--- config.mk ---
export PLATFORM = sky130hd
export DESIGN_NAME = dcc_top
export DESIGN_NICKNAME = d
export VERILOG_FILES = /design/src/rtl/dcc_pkg.sv /design/src/rtl/dcc_top.sv
export SDC_FILE = /design/constraint.sdc
export NUM_CORES = 1
export LEC_CHECK = 0
export ABC_AREA = 1
export ABC_CLOCK_PERIOD_IN_PS = 890
export CAP_MARGIN = 20
export CORE_ASPECT_RATIO = 1.5
export CORE_MARGIN = 4
export CORE_UTILIZATION = 45
export CTS_BUF_LIST = sky130_fd_sc_hd__clkbuf_8 sky130_fd_sc_hd__clkbuf_16
export CTS_CLUSTER_SIZE = 24
export DETAILED_ROUTE_END_ITERATION = 12
export DONT_BUFFER_PORTS = 1
export GPL_TIMING_DRIVEN = 0
export PLACE_DENSITY = 0.63
export SYNTH_ARGS = -nofsm -noshare
export SYNTH_HDL_FRONTEND = slang
export SYNTH_SLANG_ARGS = --single-unit
--- constraint.sdc ---
create_clock -name core_clk -period 0.89 [get_ports core_clk]
set_input_delay 0.1335 -clock core_clk [delete_from_list [all_inputs] [get_ports core_clk]]
set_output_delay 0.1335 -clock core_clk [all_outputs]
set_load 0.01 [all_outputs]
--- src/rtl/dcc_pkg.sv ---
// Constants for the dual comparator control block
package dcc_pkg;

	// Register indices on the plain register port
	localparam logic [1:0] ADDR_CTRL_STATUS = 2'h0;
	localparam logic [1:0] ADDR_IRQ_CONTROL = 2'h1;
	localparam logic [1:0] ADDR_DIRECTION   = 2'h2;
	localparam logic [1:0] ADDR_PORT_READ   = 2'h3;

	// Control/status field positions
	localparam int SECOND_RESULT_BIT = 7;
	localparam int FIRST_RESULT_BIT  = 6;
	localparam int SECOND_INV_BIT    = 5;
	localparam int FIRST_INV_BIT     = 4;
	localparam int INPUT_SWITCH_BIT  = 3;
	localparam int MODE_LSB          = 0;
	localparam int MODE_WIDTH        = 3;

	// Interrupt control field positions
	localparam int FLAG_BIT          = 0;
	localparam int CHANGE_ENABLE_BIT = 1;
	localparam int PERIPH_ENABLE_BIT = 2;
	localparam int GLOBAL_ENABLE_BIT = 3;

	// Result pin positions in the port
	localparam int RESULT_PIN_ONE_POS = 1;
	localparam int RESULT_PIN_TWO_POS = 2;

	// Reset values
	localparam logic [7:0] CTRL_RESET      = 8'h00;
	localparam logic [3:0] IRQ_RESET       = 4'h0;
	localparam logic [7:0] DIRECTION_RESET = 8'hff;

	// Modes
	localparam logic [2:0] MODE_RESET = 3'h0;
	localparam logic [2:0] MODE_VREF  = 3'h6;
	localparam logic [2:0] MODE_OFF   = 3'h7;

	// Mode entry: {comparator on [1:0], pin output, vref, analog pin mask [7:0]}
	localparam int ENTRY_WIDTH = 12;
	localparam logic [7:0][ENTRY_WIDTH-1:0] MODE_TABLE = {
		12'h000, // 111: both off, pins digital
		12'hd78, // 110: reference on non-inverting, switched inverting inputs
		12'he70, // 101: common reference, results on pins
		12'hc70, // 100: common reference
		12'he78, // 011: two independent, results on pins
		12'hc78, // 010: two independent
		12'h460, // 001: one comparator
		12'h07e  // 000: reset, pins 1 to 6 analog, off
	};

endpackage : dcc_pkg

--- src/rtl/dcc_top.sv ---
// Dual comparator control, status, change detect and pin routing
//
// The register addresses and the strobed register port were decided locally.
`timescale 1ns/1ns
// Summary of operation
// RL1: Bit 7 reads comparator two result, flipped when its invert bit set.
// RL2: Bit 6 reads comparator one result, flipped when its invert bit set.
// RL3: Bits 5 and 4 invert comparator two and one outputs.
// RL4: In mode 110 the switch bit picks alternate or default inverting pins.
// RL5: Three-bit mode decodes to eight multiplexer configurations.
// RL6: Mode 110 puts the internal reference on both non-inverting inputs.
// RL7: Mode 111 turns both comparators off.
// RL8: Reset clears the register; mode 000, pins 1 to 6 analog, comparators off.
// RL9: Result bits are read only; writes do not change them.
// RL10: Output modes drive result pins straight from comparators, unsynchronised.
// RL11: Port direction bits still act as result pin output enables.
// RL12: Flag sets whenever either comparator output changes.
// RL13: Writing 0 clears the flag, writing 1 sets it.
// RL14: Request needs change, peripheral and global enables; flag sets regardless.
// RL15: Mismatch keeps setting flag; register access ends the mismatch.
// RL16: A change racing a register read still sets the flag; the race is closed.
// RL17: In sleep comparators keep working and enabled change wakes device.
// RL18: Waking from sleep leaves the register unchanged.
// RL19: Software should mask the interrupt while changing mode.
// RL20: Port reads return 0 at pins configured as analog.
// RL21: Raw outputs are synchronised to the core clock first.
// RL22: Synced outputs compare against a copy latched on each access.
module dcc_top #(
	parameter int SYNC_STAGES = 2
) (
	// Clock and reset
	input  wire logic       core_clk,
	input  wire logic       rst,
	// Register port
	input  wire logic [1:0] reg_addr,
	input  wire logic [7:0] reg_wdata,
	input  wire logic       reg_write,
	input  wire logic       reg_read,
	output logic      [7:0] reg_rdata,
	// Analog comparator side
	input  wire logic [1:0] comparator_raw,
	output logic      [1:0] comparator_power,
	output logic            noninv_vref_select,
	output logic            inverting_alt_select,
	output logic      [7:0] analog_pin_mask,
	// Port pins
	input  wire logic [7:0] port_pin_in,
	output logic      [1:0] result_pin_out,
	output logic      [1:0] result_pin_oe,
	// Power and interrupt
	input  wire logic       sleep,
	output logic            wake_request,
	output logic            irq_request
);

	////////////////////////////////////////////////////////////////////////////////

	// Fewer than two stages leaves the raw comparator metastable at the flag logic
	if (SYNC_STAGES < 2) begin : g_bad_sync
		$error("SYNC_STAGES must be at least 2");
	end

	typedef struct packed {
		logic [SYNC_STAGES-1:0] sync_one;
		logic [SYNC_STAGES-1:0] sync_two;
		logic [1:0]             last_seen;
		logic                   second_inv;
		logic                   first_inv;
		logic                   input_switch;
		logic [2:0]             comparator_mode_field;
		logic                   comparator_change_flag;
		logic                   comparator_change_enable;
		logic                   peripheral_irq_enable;
		logic                   global_irq_enable;
		logic [7:0]             port_direction_bits;
		logic [7:0]             rdata;
	} dcc_state_type;

	dcc_state_type state;
	dcc_state_type next_state;

	logic [dcc_pkg::ENTRY_WIDTH-1:0] mode_entry;
	logic [1:0]                      mode_on;
	logic                            mode_pin_out;
	logic [1:0]                      gated_raw;
	logic [1:0]                      invert;
	logic [1:0]                      adjusted;
	logic                            status_access;
	logic                            mismatch;
	logic [7:0]                      status_value;
	logic [7:0]                      irq_value;
	logic [7:0]                      port_value;

	////////////////////////////////////////////////////////////////////////////////
	// Mode decode

	always_comb begin
		mode_entry = dcc_pkg::MODE_TABLE[state.comparator_mode_field]; // [RL5]
	end

	assign mode_on         = mode_entry[11:10]; // [RL7] [RL8]
	assign mode_pin_out    = mode_entry[9];
	assign analog_pin_mask = mode_entry[7:0];
	assign comparator_power = mode_on; // [RL17]
	assign noninv_vref_select = (state.comparator_mode_field == dcc_pkg::MODE_VREF); // [RL6]
	assign inverting_alt_select = noninv_vref_select & state.input_switch; // [RL4]

	// Powered-down comparators read as low
	assign gated_raw = comparator_raw & mode_on;
	assign invert    = {state.second_inv, state.first_inv}; // [RL3]

	////////////////////////////////////////////////////////////////////////////////
	// Result pins, one per comparator

	for (genvar i = 0; i < 2; i++) begin : g_pin
		localparam int POS = (i == 0) ? dcc_pkg::RESULT_PIN_ONE_POS
		                              : dcc_pkg::RESULT_PIN_TWO_POS;
		// Straight path, no flop: pin tracks the comparator
		assign result_pin_out[i] = mode_pin_out & (gated_raw[i] ^ invert[i]); // [RL10]
		// Direction bit 1 means input, so the pin is released
		assign result_pin_oe[i]  = mode_pin_out & ~state.port_direction_bits[POS]; // [RL11]
	end

	////////////////////////////////////////////////////////////////////////////////
	// Synchronised, polarity adjusted results

	assign adjusted = {state.sync_two[SYNC_STAGES-1], state.sync_one[SYNC_STAGES-1]} ^ invert;

	assign status_access = (reg_write | reg_read) & (reg_addr == dcc_pkg::ADDR_CTRL_STATUS);
	assign mismatch      = (adjusted != state.last_seen); // [RL22]

	always_comb begin
		status_value = '0;
		status_value[dcc_pkg::SECOND_RESULT_BIT] = adjusted[1]; // [RL1]
		status_value[dcc_pkg::FIRST_RESULT_BIT]  = adjusted[0]; // [RL2]
		status_value[dcc_pkg::SECOND_INV_BIT]    = state.second_inv;
		status_value[dcc_pkg::FIRST_INV_BIT]     = state.first_inv;
		status_value[dcc_pkg::INPUT_SWITCH_BIT]  = state.input_switch;
		status_value[dcc_pkg::MODE_LSB +: dcc_pkg::MODE_WIDTH] = state.comparator_mode_field;
	end

	always_comb begin
		irq_value = '0;
		irq_value[dcc_pkg::FLAG_BIT]          = state.comparator_change_flag;
		irq_value[dcc_pkg::CHANGE_ENABLE_BIT] = state.comparator_change_enable;
		irq_value[dcc_pkg::PERIPH_ENABLE_BIT] = state.peripheral_irq_enable;
		irq_value[dcc_pkg::GLOBAL_ENABLE_BIT] = state.global_irq_enable;
	end

	// Analog pins read low
	assign port_value = port_pin_in & ~analog_pin_mask; // [RL20]

	////////////////////////////////////////////////////////////////////////////////
	// Next state

	always_comb begin
		next_state = state;

		// First stage feeds only the second
		next_state.sync_one = {state.sync_one[SYNC_STAGES-2:0], gated_raw[0]}; // [RL21]
		next_state.sync_two = {state.sync_two[SYNC_STAGES-2:0], gated_raw[1]}; // [RL21]

		// Any access of the control/status register ends the mismatch
		if (status_access) begin
			next_state.last_seen = adjusted; // [RL15] [RL22]
		end

		// Register writes; sleep does not touch register contents
		if (reg_write) begin
			case (reg_addr)
				dcc_pkg::ADDR_CTRL_STATUS: begin
					// Result bits have no storage, so writes cannot reach them
					next_state.second_inv   = reg_wdata[dcc_pkg::SECOND_INV_BIT]; // [RL9] [RL3]
					next_state.first_inv    = reg_wdata[dcc_pkg::FIRST_INV_BIT]; // [RL3]
					next_state.input_switch = reg_wdata[dcc_pkg::INPUT_SWITCH_BIT]; // [RL4]
					next_state.comparator_mode_field =
						reg_wdata[dcc_pkg::MODE_LSB +: dcc_pkg::MODE_WIDTH]; // [RL5]
				end
				dcc_pkg::ADDR_IRQ_CONTROL: begin
					next_state.comparator_change_flag   = reg_wdata[dcc_pkg::FLAG_BIT]; // [RL13]
					next_state.comparator_change_enable = reg_wdata[dcc_pkg::CHANGE_ENABLE_BIT];
					next_state.peripheral_irq_enable    = reg_wdata[dcc_pkg::PERIPH_ENABLE_BIT];
					next_state.global_irq_enable        = reg_wdata[dcc_pkg::GLOBAL_ENABLE_BIT];
				end
				dcc_pkg::ADDR_DIRECTION: begin
					next_state.port_direction_bits = reg_wdata;
				end
				default: begin
				end
			endcase
		end

		// Mismatch set wins over a software clear in the same cycle,
		// so the read race is closed here rather than merely tolerated
		if (mismatch) begin
			next_state.comparator_change_flag = 1'b1; // [RL12] [RL15] [RL16]
		end

		// Read data stand in the cycle after the strobe only
		next_state.rdata = '0;
		if (reg_read) begin
			case (reg_addr)
				dcc_pkg::ADDR_CTRL_STATUS: next_state.rdata = status_value;
				dcc_pkg::ADDR_IRQ_CONTROL: next_state.rdata = irq_value;
				dcc_pkg::ADDR_DIRECTION:   next_state.rdata = state.port_direction_bits;
				dcc_pkg::ADDR_PORT_READ:   next_state.rdata = port_value;
				default:                   next_state.rdata = '0;
			endcase
		end
	end

	////////////////////////////////////////////////////////////////////////////////
	// State register

	always_ff @(posedge core_clk) begin
		if (rst) begin
			state.sync_one                 <= '0;
		state.sync_two                 <= '0;
		state.last_seen                <= '0;
		state.second_inv               <= dcc_pkg::CTRL_RESET[dcc_pkg::SECOND_INV_BIT]; // [RL8]
		state.first_inv                <= dcc_pkg::CTRL_RESET[dcc_pkg::FIRST_INV_BIT];
		state.input_switch             <= dcc_pkg::CTRL_RESET[dcc_pkg::INPUT_SWITCH_BIT];
		state.comparator_mode_field    <= dcc_pkg::MODE_RESET; // [RL8]
		state.comparator_change_flag   <= dcc_pkg::IRQ_RESET[dcc_pkg::FLAG_BIT];
		state.comparator_change_enable <= dcc_pkg::IRQ_RESET[dcc_pkg::CHANGE_ENABLE_BIT];
		state.peripheral_irq_enable    <= dcc_pkg::IRQ_RESET[dcc_pkg::PERIPH_ENABLE_BIT];
		state.global_irq_enable        <= dcc_pkg::IRQ_RESET[dcc_pkg::GLOBAL_ENABLE_BIT];
		state.port_direction_bits      <= dcc_pkg::DIRECTION_RESET;
			state.rdata                    <= '0;
		end else begin
			state <= next_state;
		end
	end

	////////////////////////////////////////////////////////////////////////////////
	// Outputs

	assign reg_rdata = state.rdata;

	// Request needs all three enables; the flag itself ignores them
	assign irq_request = state.comparator_change_flag & state.comparator_change_enable
	                   & state.peripheral_irq_enable & state.global_irq_enable; // [RL14]

	// Wake needs only the comparator's own enable; core sleeps, block keeps running
	assign wake_request = sleep & state.comparator_change_flag
	                    & state.comparator_change_enable; // [RL17] [RL18]

	// Mode changes can glitch results; software masks the change enable meanwhile [RL19]

endmodule : dcc_top

==> Word level (Yosys, flattened, before mapping) <==
Memory sizes are Yosys's and may differ from the RTL's. A register that Yosys moved wholly into a read port is not among the register bits.
Cells that the tools add are included.
{ "word_totals": {"regBits": 32, "rom_bits": 96, "input_bits": 25, "out_inout_bits": 26, "word_cells": 57, "n_memories": 1} }
{ "memory_table": {"columns": ["name", "depth", "width", "rd", "rd_ports_with_merged_regs", "write_ports", "line_no", "text"], "rows": [
  ["(name not given)", 8, 12, 1, 1, 0, "dcc_top.sv:98", "mode_entry = dcc_pkg::MODE_TABLE[state.comparator_mode_field];"]
]} }
{ "op_classes": {"magnitude_cmp": 1, "n_eq_ne": 5, "n_mux": 8, "bitwise_logic": 21, "n_reduce_logical": 8} }
{ "ops": {"columns": ["op", "n"], "rows": [
  ["$pmux W8 S4", 1],
  ["$mux W12", 2],
  ["$and A1 B1 Y1", 11],
  ["$and A8 B8 Y8", 1],
  ["$mux W8", 1],
  ["$not A8 Y8", 1],
  ["$reduce_and A2 Y1", 4],
  ["$mux W3", 2],
  ["$eq A2 B2 Y1 const B", 2],
  ["$lt A3 B4 Y1 const B", 1],
  ["$mux W4", 1],
  ["$reduce_bool A2 Y1", 2],
  ["$eq A3 B3 Y1 const B", 1],
  ["$not A1 Y1", 3],
  ["$and A2 B2 Y2", 1],
  ["$eq A2 B1 Y1 const B", 1],
  ["$logic_not A2 Y1", 1],
  ["$ne A2 B2 Y1", 1],
  ["$reduce_or A2 Y1", 1],
  ["$xor A1 B1 Y1", 2],
  ["$xor A2 B2 Y2", 1],
  ["$mux W1", 1],
  ["$or A1 B1 Y1", 1]
]} }

==> Logic depth before layout (Yosys ltp) <==
{ "depth": {"depth_word": 5, "ltp_mapped": 8, "mapped_depth_nobuf": 8} }

==> Least setup slack after synthesis <==
Ideal clock, no wire load.
{ "synth_timing": {"path_type": "flip-flop to output port", "start": "register state[21] (netlist name)", "end": "output inverting_alt_select", "arrival_time_ns": 0.814, "required_ns": 0.757, "slack_ns": -0.058, "path_stages_with_launch": 3, "n_path_buf": 0, "path_cell_list": "dfxtp_1 > inv_1 > nor4_1"} }
{ "synth_between": {"elab_chain_cells": 2} }
{ "synth_lines": {"columns": ["element", "line_no", "text"], "rows": [
  ["start: declaration", "dcc_top.sv:79", "dcc_state_type state;"],
  ["start signal: assignment", "dcc_top.sv:231", "state <= next_state;"],
  ["$eq A3 B3 Y1", "dcc_top.sv:105", "assign noninv_vref_select = (state.comparator_mode_field == dcc_pkg::MODE_VREF);"],
  ["$and A1 B1 Y1", "dcc_top.sv:106", "assign inverting_alt_select = noninv_vref_select & state.input_switch;"],
  ["end: declaration", "dcc_top.sv:44", "output logic inverting_alt_select,"]
]} }
Every way passes these cells.

==> Worst setup path after layout <==
{ "layout_timing": {"start": "register state[20] (netlist name)", "end": "output inverting_alt_select"} }
Same word-level chain as after synthesis.

==> flow_metrics.py <==
metrics = {
    "cts": {
        "cts.clk_slew.worst_paths_ns": 0.08,
        "worst_skew_pair.late_latency_ns": 0.29,
        "clock_path_buffers": 2,
        "cts_tree": "done",
        "cts_buffers": 5,
        "h-tree-depth": 2,
        "root_buffer": "clkbuf_8",
        "ctsHoldBuffers": 6,
        "cts.sinks": 39,
    },
    "sta": {
        "fin_crit_sh": 1.247,
        "finalCriticalPeriod_ns": 1.110,
        "finalHoldWorstSlack_ns": -0.01938,
        "finClkSkew_ns": 0.008769,
        "setup_viol": 23,
        "hold_viol": 3,
        "fmax_mhz": 901.1,
        "setup_slack_ns": -0.2197,
        "rsz0062_at_grt": "true",
        "slew_viol_final": 0,
    },
    "worst_setup_path": {
        "crit_family": "flip-flops",
        "worst_ep_required_time_ns": 0.76,
        "worstPathArrival_ns": 0.98,
        "cp-end-kind": "primary output",
        "path_cells": "nor4_4",
        "crit_path_top_delay_cell": "dfxtp_4",
        "worst-path-stages": 1,
        "critPathMaxStageDelay_ns": 0.36,
        "crit_fanout": 3,
        "crit_buf_inv": 0,
        "worstSetupPathType": "register to primary output",
        "r2r.worst_path.cells": 8,
        "critPathLaunchType": "register",
    },
    "die": {
        "pin_count": 51,
        "start_util": 0.4721,
        "core_um2": 3994,
        "dieArea_um2": 5311,
        "fp-row-count": 28,
        "die_w_um": 60.85,
        "dieHeight_um": 87.28,
    },
    "synthesis": {
        "ys_warn_count": 0,
        "async_flop_share": 0,
        "synth.most_common_cell": "nand2_1",
        "yosysTopAreaCellShare": 0.4141,
        "synth-seq-cells": 39,
        "ys_seq_area_frac": 0.4141,
        "synthesis.area_um2": 1886,
        "synth.area.top_cells": "dfxtp_1, nand2_1, buf_4, inv_1, nand3_1",
        "synthFlopType": "dfxtp_1",
        "synth_top_cells_by_count": "nand2_1, dfxtp_1, inv_1",
        "netlist_instances": 253,
        "synth_cell_types": 27,
        "yosysTopAreaCell": "dfxtp_1",
        "synth_enable_flop_cells": 0,
        "synth_area_per_cell_um2": 7.453,
    },
    "power": {
        "power.density_nw_per_um2": 1579,
        "p_seq_frac": 0.486,
        "swShare": 0.2752,
        "leakage_nw": 1.131,
        "ir_drop_mv": 1.251,
        "power_switching_mw": 1.090,
        "p_int_mw": 2.872,
        "p_clk_frac": 0.340,
        "power_frac_comb": 0.174,
    },
    "detailed_routing": {
        "ant_nets": 0,
        "wire_per_inst_um": 14.16,
        "viasPerCell": 5.028,
        "drtPass1Iterations": 4,
        "drt_wl_total_mm": 4.631,
        "vias": 1644,
        "drc": 0,
        "initialDrtViolationCount": 53,
    },
    "final_layout": {
        "finalInstanceArea_um2": 2510,
        "drive_gt1_frac": 0.4504,
        "num-fill-cells": 381,
        "utilization": 0.6284,
        "layout.nets": 306,
        "n_antenna_cell": 0,
        "syn2layout_area_growth_pct": 33.11,
    },
    "place": {
        "gp_congestion": 0.7925,
        "dpl.hpwl_mm": 3.407,
        "placed_area_um2": 1957,
        "io_buffers": 0,
    },
    "global_routing": {
        "grt_max_degree": 13,
        "use_met2": 0.3174,
        "grt_pass1_vias": 1592,
        "grtUsageMet1": 0.2127,
        "grt.busiest_layer": "met2",
        "grt_pass1_wl_mm": 7.389,
        "antenna_found_initial": 0,
        "overflow": 0,
        "grt.total_usage": 0.1898,
        "grt_util_met3": 0.06528,
    },
    "worst_hold_path": {
        "holdPathStages": 2,
        "hp-class": "primary input to register",
    },
    "status": {
        "violations": "negative hold slack, negative setup slack",
        "status": "complete, but fails checks",
    },
    "flow_run": {
        "maxCapViolCount": 0,
    },
}
stage by stage:
step	worst slack, ns	cells	hold slack [ns]	TNS [ns]	power (mW)
3_5_place_dp	-0.1227	299	0.2075	-1.524	2.430
2_1_floorplan	0.001531	254	0.2047	0	2.335
3_3_place_gp	-0.1204	299	0.2057	-1.327	2.424
5_1_grt	-0.2667	327	-0.02322	-3.157	4.158
6_report	-0.2197	327	-0.01938	-1.880	3.962
4_1_cts	-0.2330	323	-0.01837	-1.870	3.912
registers in the layout, summed over array words and instances, names as in the netlist:
| name | cells |
|---|---|
| next_state | 2 |
| state | 16 |
| irq_value | 4 |
| invert | 2 |
| reg_rdata | 8 |
| mode_entry | 7 |
logic make-up (layout without fill, tap and decap cells):
family | count (synthesis) | after routing | share of synthesized area
other | 1 | 2 | 0.001989
and+or+nand+nor | 112 | 112 | 0.2853
AOI/OAI and AO/OA | 43 | 43 | 0.1347
DFF | 39 | 39 | 0.4141
buffers and inverters | 58 | 86 | 0.1639
layer usage:
layer / up-vias / wire [µm]
met1: 744 / 1793
met4: 0 / 86
met5: - / 0
met2: 45 / 2451
li1: 846 / -
met3: 9 / 300
timing repair:
action / CTS / global route
endpoints found under the setup margin: 27 / 33
resized for setup: 67 / 40
pin swaps: 12 / 12
setup buffers: 10 / 4
endpoints found under the hold margin: 9 / 2
path summary, 6_finish.rpt:
check / from / to / slack [ns]
hold reg to reg: next_state[29] / state[29] / 0.41
setup reg to reg: invert[1] / irq_value[0] / -0.11
hold / removal: comparator_raw[0] / next_state[31] / -0.02
setup / recovery: state[20] / inverting_alt_select / -0.22
final cells by class:
| class | count | area [µm²] | area share |
|---|---|---|---|
| multi-input cells | 157 | 989.7 | 0.3943 |
| clock inverters | 1 | 7.507 | 0.002991 |
| flip-flops and latches | 39 | 817.0 | 0.3255 |
| clock buffers | 7 | 96.34 | 0.03838 |
| repair buffers | 20 | 183.9 | 0.07328 |
| inverters | 35 | 146.4 | 0.05832 |
| plain buffers | 23 | 212.7 | 0.08475 |
| well taps | 45 | 56.30 | 0.02243 |
cell usage in the layout, fill, tap and decap left out, drive strengths merged:
master | Yosys | layout
nand3 | 26 | 26
buf | 23 | 37
inv | 35 | 35
conb | 1 | 2
a21oi | 14 | 14
clkbuf | 0 | 7
nor4 | 1 | 1
nor3 | 2 | 2
nand3b | 1 | 1
nand2 | 65 | 65
dlygate4sd3 | 0 | 6
a31oi | 5 | 5
o21ai | 20 | 20
dfxtp | 39 | 39
clkinvlp | 0 | 1
nor2 | 17 | 17
o211ai | 4 | 4
power groups by stage:
stage                     Clock (mW)  Sequential, mW  Combinational (mW)
after floorplan                    0            1.92               0.413
after global placement             0            1.94               0.485
after detailed placement           0            1.94               0.489
after CTS                       1.37            1.92               0.626
after global routing            1.46            1.94               0.758
final                           1.35            1.93               0.691
No activity file was read; power rests on OpenSTA's default activity.
